<file path="config.mk">
export PLATFORM = sky130hd
export DESIGN_NAME = sbtc_top
export DESIGN_NICKNAME = d
export VERILOG_FILES = /design/src/verilog/sbtc_pkg.sv /design/src/verilog/sbtc_prescale.sv /design/src/verilog/sbtc_top.sv
export SDC_FILE = /design/constraint.sdc
export NUM_CORES = 1
export LEC_CHECK = 0
export BUFFER_PORTS_ARGS = -buffer_cell sky130_fd_sc_hd__buf_2
export CELL_PAD_IN_SITES_DETAIL_PLACEMENT = 1
export CELL_PAD_IN_SITES_GLOBAL_PLACEMENT = 2
export CORE_MARGIN = 1.5
export CORE_UTILIZATION = 36
export CTS_BUF_LIST = sky130_fd_sc_hd__clkbuf_4
export DETAILED_ROUTE_END_ITERATION = 6
export PLACE_DENSITY_LB_ADDON = 0.1
export REMOVE_ABC_BUFFERS = 1
export SYNTH_ARGS = -nofsm -noshare
export SYNTH_HDL_FRONTEND = slang
export SYNTH_SLANG_ARGS = --single-unit
</file>
<file path="constraint.sdc">
create_clock -name hclk -period 7.3 [get_ports hclk]
set_clock_uncertainty 0.05 [all_clocks]
set_input_delay 1.46 -clock hclk [delete_from_list [all_inputs] [get_ports hclk]]
set_output_delay 1.46 -clock hclk [all_outputs]
set_load 0.005 [all_outputs]
</file>
<file path="src/verilog/sbtc_pkg.sv">
// Package of constants and types for the sixteen-bit timer counter
`default_nettype none
package sbtc_pkg;
  // ----------------------------------------------------------------
  // Register map
  // ----------------------------------------------------------------
  localparam logic [11:0] SBTC_OFS_LOW  = 12'h000;
  localparam logic [11:0] SBTC_OFS_HIGH = 12'h004;
  localparam logic [11:0] SBTC_OFS_CTRL = 12'h008;
  localparam logic [7:0]  SBTC_CTRL_RST = 8'h00;
  localparam logic [15:0] SBTC_CNT_RST  = 16'h0000;
  localparam logic [7:0]  SBTC_CTRL_WMASK = 8'hBF;
  // ----------------------------------------------------------------
  // Control field positions
  // ----------------------------------------------------------------
  localparam int SBTC_B_RUN  = 0;
  localparam int SBTC_B_SRC  = 1;
  localparam int SBTC_B_SYNN = 2;
  localparam int SBTC_B_OSC  = 3;
  localparam int SBTC_B_PSLO = 4;
  localparam int SBTC_B_PSHI = 5;
  localparam int SBTC_B_SYS  = 6;
  localparam int SBTC_B_WIDE = 7;
  // ----------------------------------------------------------------
  // Timing: internal tick is the clock divided by four
  // ----------------------------------------------------------------
  localparam int SBTC_INT_DIV = 4;
  localparam logic [1:0] SBTC_INT_LAST = 2'(SBTC_INT_DIV - 1);
  // ----------------------------------------------------------------
  // Types
  // ----------------------------------------------------------------
  typedef struct packed {
    logic       wide_access_select;
    logic [1:0] prescale_select;
    logic       timer_osc_enable;
    logic       ext_clock_sync_n;
    logic       count_source_select;
    logic       run_enable;
  } sbtc_ctrl_s;
  typedef enum logic [1:0] {
    SBTC_IDLE = 2'b00,
    SBTC_DATA = 2'b01
  } sbtc_phase_e;
endpackage
`default_nettype wire

</file>
<file path="src/verilog/sbtc_prescale.sv">
// Prescaler turning count pulses into increment pulses
`default_nettype none
module sbtc_prescale
  import sbtc_pkg::*;
(
  input  wire logic       hclk,
  input  wire logic       hresetn,
  input  wire logic       clr,
  input  wire logic       tick,
  input  wire logic [1:0] sel,
  output logic            pulse
);
  logic [2:0] cnt_ff;
  logic [2:0] nxt_cnt;
  logic [2:0] last;
  logic       wrap;
  // --------------------------------------------------------------
  // Divide by 1, 2, 4 or 8
  // --------------------------------------------------------------
  assign last = (sel == 2'b11) ? 3'h7 :
                (sel == 2'b10) ? 3'h3 :
                (sel == 2'b01) ? 3'h1 : 3'h0;
  assign wrap = tick && (cnt_ff >= last);
  assign nxt_cnt = clr  ? 3'h0 :
                   wrap ? 3'h0 :
                   tick ? 3'(cnt_ff + 3'h1) : cnt_ff;
  assign pulse = wrap && !clr;
  always_ff @(posedge hclk or negedge hresetn) begin
    if (!hresetn) begin
      cnt_ff <= 3'h0;
    end else begin
      cnt_ff <= nxt_cnt;
    end
  end
endmodule
`default_nettype wire

</file>
<file path="src/verilog/sbtc_top.sv">
// AHB-Lite sixteen-bit timer counter with control register
`default_nettype none
module sbtc_top
  import sbtc_pkg::*;
(
  input  wire logic        hclk,
  input  wire logic        hresetn,
  input  wire logic        hsel,
  input  wire logic [31:0] haddr,
  input  wire logic [1:0]  htrans,
  input  wire logic        hwrite,
  input  wire logic [2:0]  hsize,
  input  wire logic [31:0] hwdata,
  input  wire logic        hready,
  output logic [31:0]      hrdata,
  output logic             hreadyout,
  output logic             hresp,
  input  wire logic        ext_clock_pin,
  input  wire logic        sysclk_from_timer_osc,
  output logic             timer_osc_on,
  output logic             overflow_pulse
);
  // --------------------------------------------------------------
  // State
  // --------------------------------------------------------------
  sbtc_ctrl_s  ctrl_ff;
  logic [15:0] cnt_ff;
  logic [7:0]  high_buf_ff;
  logic [7:0]  rd_buf_ff;
  logic [31:0] hrdata_ff;
  logic        osc_ff;
  logic        ovf_ff;
  logic        sys_ff;
  logic [2:0]  ext_sync_ff;
  logic        ext_lvl_sync_ff;
  logic        ext_edge_q_ff;
  logic [1:0]  div_ff;
  sbtc_phase_e phase_ff;
  logic        dwr_ff;
  logic [11:0] daddr_ff;
  // --------------------------------------------------------------
  // Address phase capture; writes land in the data phase
  // --------------------------------------------------------------
  wire         take = hsel && hready && htrans[1];
  wire         wr_now = (phase_ff == SBTC_DATA) && dwr_ff;
  wire         wr_low = wr_now && (daddr_ff == SBTC_OFS_LOW);
  wire         wr_high = wr_now && (daddr_ff == SBTC_OFS_HIGH);
  wire         wr_ctrl = wr_now && (daddr_ff == SBTC_OFS_CTRL);
  wire [11:0]  aoff = haddr[11:0];
  wire         rd_take = take && !hwrite;
  wire         rd_low = rd_take && (aoff == SBTC_OFS_LOW);
  wire [7:0]   wbyte = hwdata[7:0];
  always_ff @(posedge hclk or negedge hresetn) begin
    if (!hresetn) begin
      phase_ff <= SBTC_IDLE;
      dwr_ff   <= 1'b0;
      daddr_ff <= 12'h000;
    end else begin
      phase_ff <= take ? SBTC_DATA : SBTC_IDLE;
      dwr_ff   <= take && hwrite;
      daddr_ff <= aoff;
    end
  end
  // --------------------------------------------------------------
  // Count source: external pin passes three flops, edge on agreement
  // --------------------------------------------------------------
  // One-cycle glitches never pass the agreement filter
  wire ext_agree    = (ext_sync_ff[2] == ext_sync_ff[1]);
  wire nxt_ext_sync = ext_agree ? ext_sync_ff[2] : ext_lvl_sync_ff;
  wire ext_lvl_sync = ext_lvl_sync_ff;
  wire ext_lvl_raw  = ext_sync_ff[1];
  // Unsynchronised mode taps the second flop; no raw pin clocks logic
  wire ext_lvl = ctrl_ff.ext_clock_sync_n ? ext_lvl_raw
                                          : ext_lvl_sync;
  wire ext_rise = ext_lvl && !ext_edge_q_ff;
  wire int_tick = (div_ff == SBTC_INT_LAST);
  wire src_tick = ctrl_ff.count_source_select ? ext_rise
                                              : int_tick;
  wire run_tick = src_tick && ctrl_ff.run_enable;
  wire cnt_wr = wr_low || wr_high;
  wire ps_pulse;
  always_ff @(posedge hclk or negedge hresetn) begin
    if (!hresetn) begin
      ext_sync_ff   <= 3'b000;
      ext_lvl_sync_ff <= 1'b0;
      ext_edge_q_ff <= 1'b0;
      div_ff        <= 2'b00;
    end else begin
      ext_sync_ff   <= {ext_sync_ff[1:0], ext_clock_pin};
      ext_lvl_sync_ff <= nxt_ext_sync;
      ext_edge_q_ff <= ext_lvl;
      div_ff        <= 2'(div_ff + 2'b01);
    end
  end
  sbtc_prescale u_ps (
    .hclk    (hclk),
    .hresetn (hresetn),
    .clr     (cnt_wr),
    .tick    (run_tick),
    .sel     (ctrl_ff.prescale_select),
    .pulse   (ps_pulse)
  );
  // --------------------------------------------------------------
  // Counter with byte access and wide-mode buffering
  // --------------------------------------------------------------
  wire         wide = ctrl_ff.wide_access_select;
  wire [15:0]  cnt_inc = 16'(cnt_ff + 16'h0001);
  wire         roll = ps_pulse && (cnt_ff == 16'hFFFF);
  wire [7:0]   nxt_high =
    wr_high ? (wide ? cnt_ff[15:8] : wbyte) :
    wr_low  ? (wide ? high_buf_ff : cnt_ff[15:8]) :
    ps_pulse ? cnt_inc[15:8] : cnt_ff[15:8];
  wire [7:0]   nxt_low =
    wr_low  ? wbyte :
    wr_high ? cnt_ff[7:0] :
    ps_pulse ? cnt_inc[7:0] : cnt_ff[7:0];
  wire [15:0]  nxt_cnt = {nxt_high, nxt_low};
  always_ff @(posedge hclk or negedge hresetn) begin
    if (!hresetn) begin
      cnt_ff      <= SBTC_CNT_RST;
      high_buf_ff <= 8'h00;
      ovf_ff      <= 1'b0;
    end else begin
      cnt_ff      <= nxt_cnt;
      high_buf_ff <= (wr_high && wide) ? wbyte : high_buf_ff;
      ovf_ff      <= roll && !cnt_wr;
    end
  end
  // --------------------------------------------------------------
  // Control register; bit 6 is read-only status
  // --------------------------------------------------------------
  wire [7:0]   ctrl_w = wbyte & SBTC_CTRL_WMASK;
  wire [7:0]   ctrl_rd = {ctrl_ff.wide_access_select, sys_ff,
                          ctrl_ff[5:0]};
  always_ff @(posedge hclk or negedge hresetn) begin
    if (!hresetn) begin
      ctrl_ff <= sbtc_ctrl_s'({SBTC_CTRL_RST[7], SBTC_CTRL_RST[5:0]});
      osc_ff  <= 1'b0;
      sys_ff  <= 1'b0;
    end else begin
      if (wr_ctrl) begin
        ctrl_ff <= {ctrl_w[7], ctrl_w[5:0]};
      end
      osc_ff <= ctrl_ff.timer_osc_enable;
      sys_ff <= sysclk_from_timer_osc;
    end
  end
  // --------------------------------------------------------------
  // Read data; low read in wide mode latches the high byte
  // --------------------------------------------------------------
  wire [7:0] hi_view = wide ? rd_buf_ff : cnt_ff[15:8];
  wire [31:0] rd_val =
    (aoff == SBTC_OFS_LOW)  ? {24'h0, cnt_ff[7:0]} :
    (aoff == SBTC_OFS_HIGH) ? {24'h0, hi_view} :
    (aoff == SBTC_OFS_CTRL) ? {24'h0, ctrl_rd} : 32'h0000_0000;
  always_ff @(posedge hclk or negedge hresetn) begin
    if (!hresetn) begin
      rd_buf_ff <= 8'h00;
      hrdata_ff <= 32'h0000_0000;
    end else begin
      if (rd_low && wide) begin
        rd_buf_ff <= cnt_ff[15:8];
      end
      if (rd_take) begin
        hrdata_ff <= rd_val;
      end
    end
  end
  assign hrdata         = hrdata_ff;
  assign hreadyout      = 1'b1;
  assign hresp          = 1'b0;
  assign timer_osc_on   = osc_ff;
  assign overflow_pulse = ovf_ff;
endmodule
`default_nettype wire
</file>
==> qor.csv <==
metric,value,unit
maxSlewViolCount,0,
synth-main-ff-cell,dfrtp_1,
drt-pass1-iter-count,4,
setup_ws,4007,ps
cts_max_path_buffers,2,
cts-root-buf,clkbuf_4,
max_clock_freq,303.6,MHz
endpoint_kind,flip-flop,
async_flop_share,100.0,%
final_cell_mix,"dfrtp_1, buf_2, mux2_2",
synth_area_leader_cell,dfrtp_1,
io_buffers,37,
core-area,10370,µm²
route.detailed.drc,0,
synth_top_area_share,48.05,%
synthesis.area,3854,µm²
wl_per_cell,18.70,µm
cts_setup_buffers,0,
dp_hpwl,6.934,mm
drt_first_iter_violations,106,
synth.distinct_cells,57,
ys_warn_count,0,
fin_crit,3293,ps
relSlewSlack,25.71,%
grt_pass1_vias,2963,
power.density,200.2,nW/µm²
yosys-top-cells-area,"dfrtp_1, mux2_2, buf_4",
cts-hold-fix-buffers,0,
die_y,106.5,µm
tightest_slew,1111,ps
cts_tree,done,
worstPathMaxFanout,18,
globalplace.congestion,0.8055,
grt_pass1_wl,16.27,mm
startpoint,htrans[1],
syn_inst,354,
antenna_left,0,
clock_sinks,74,
antenna_found_initial,0,
grt_use_total,19.24,%
hold_violations,0,
die_w,106.5,µm
initial_core_util,37.16,%
num_io_pins,112,
grt_overflow,0,
r2r_start,ctrl_ff[5]$_DFFE_PN0P_,
slowest_delay,960,ps
slowest_stage,nor4b_2,
cp_top_family,simple AND/OR/NAND/NOR gates,
die-area,11330,µm²
min_from,ext_sync_ff[0]$_DFF_PN0_,
rsz0062_at_grt,false,
vdd_ir_drop_max,0.1024,mV
ys_seq_area_share,48.05,%
std_cell_rows,37,
antennaDiodeCount,0,
final_common_cell,dfrtp_1,
leakage,0.001774,µW
cts_max_level,3,
avgSynthCellArea,10.89,µm²
outcome,"finished, final reports clean",
synth-seq-cells,74,
cp_num_buf_inv,2,
clkLatencyLatePin,430,ps
synth_edf_count,0,
layout-drive-gt1-share,23.92,%
setup_viol,0,
vias,2851,
path_cells,"buf_2, and3_1, nor2b_1, buf_4, nand2_1, nor4b_2, mux2_2",
cap_violations,0,
cts_resized,0,
vias_per_cell,5.389,
criticalPathCategory,in2reg,
start_kind,input pin,
cp.arrival,3570,ps
final_nets,470,
worst_ep_required_time,7570,ps
hold_class,reg2reg,
finalCritPeriodShare,45.11,%
fin_setup_tns,0,ps
grt_max_degree,75,
place_ws,3477,ps
routed_wl,9.893,mm
cts_buffers,9,
cts.clk_slew.worst_paths,110,ps
area_growth,7.630,%
==> synthesized netlist by cell type (3+ instances only) <==
master / count
mux2i_1: 13
o21a_1: 10
nor3b_1: 3
nor4_1: 3
and3_1: 4
xor2_1: 4
o211ai_1: 3
a211oi_1: 4
nand2b_1: 4
ha_1: 6
nor2b_1: 5
nand2_1: 20
inv_1: 6
buf_4: 28
dfrtp_1: 74
nand4_1: 9
nor3_1: 6
o22ai_1: 16
a21oi_1: 19
buf_1: 4
clkbuf_1: 6
o21ai_0: 17
nor2_1: 15
mux2_2: 27
nand3_1: 6
==> per-stage QoR <==
stage          cells  total power (µW)  utilization (%)  hold slack, ps  area (µm²)
6_report         529             830.5            40.00           315.8        4148
5_1_grt          529             884.9            40.00           333.9        4148
4_1_cts          529             841.3            40.00           318.4        4148
3_5_place_dp     513             629.1            39.04           291.9        4049
3_3_place_gp     513             621.3            39.04           282.6        4049
2_1_floorplan    337             564.0                -           281.2        3669
==> kinds of logic after synthesis <==
family	Yosys count	share of synthesized area, %
DFF	74	48.05
AOI/OAI and AO/OA	83	14.32
buffers and inverters	47	7.727
other	2	0.1949
muxes	40	11.27
xor gates and xnor gates	5	1.136
and+or+nand+nor	96	15.10
adders and majority gates	7	2.208
==> worst reg2reg max path, delay by kind of cell, from the launching register on <==
kind / cells / cell delay [ps]
simple gates: 4 / 1310
fa+ha+maj: 1 / 280
compound gates: 2 / 860
flops: 1 / 470
==> sequential cells by signal, indices dropped and copies added (netlist names) <==
register        cells
cnt_ff             16
daddr_ff           12
high_buf_ff         8
hrdata              8
rd_buf_ff           8
ctrl_ff             6
ext_sync_ff         3
u_ps.cnt_ff         3
div_ff              2
dwr_ff              1
ext_edge_q_ff       1
ext_lvl_sync        1
overflow_pulse      1
phase_ff            1
sys_ff              1
timer_osc_on        1
wide                1
==> layout make-up <==
| cell class | instances | area (µm²) |
|---|---|---|
| multi-input combinational | 257 | 1794 |
| fill | 1193 | 6222 |
| sequential | 74 | 1852 |
| tap | 136 | 170.2 |
| clock inverter | 6 | 23.77 |
| inverter | 6 | 22.52 |
| clock buffer | 10 | 75.07 |
| timing repair buffer | 40 | 210.2 |
==> path summary, 6_finish.rpt <==
| path | end | slack, ps | cells after the start |
|---|---|---|---|
| worst max-delay path | rd_buf_ff[3]$_DFFE_PN0P_ | 4010 | 7 |
| worst min-delay path | ext_sync_ff[1]$_DFF_PN0_ | 320 | 0 |
| worst max register to register | cnt_ff[13]$_DFFE_PN0P_ | 4260 | 7 |
| worst min register to register | ext_sync_ff[1]$_DFF_PN0_ | 320 | 0 |
| max in group asynchronous | hrdata[5]$_DFFE_PN0P_ | 5470 | 1 |
| min in group asynchronous | ext_sync_ff[0]$_DFF_PN0_ | 1130 | 1 |
==> power breakdown <==
group | leakage, µW | switching (µW) | total, µW | internal, µW
sequential | 0.000891 | 33.4 | 476 | 443
combinational | 0.000825 | 84.9 | 142 | 57.0
clock | 0.0000578 | 145 | 212 | 67.9
==> per-layer routing <==
layer / vias to the layer above / routed length [µm] / track usage, %
li1: 1326 / - / -
met4: 0 / 178 / 7.333
met1: 1462 / 4911 / 27.21
met5: - / 0 / 0
met3: 14 / 285 / 3.311
met2: 49 / 4518 / 29.45
Note: power is estimated with default switching activity, not from simulation.
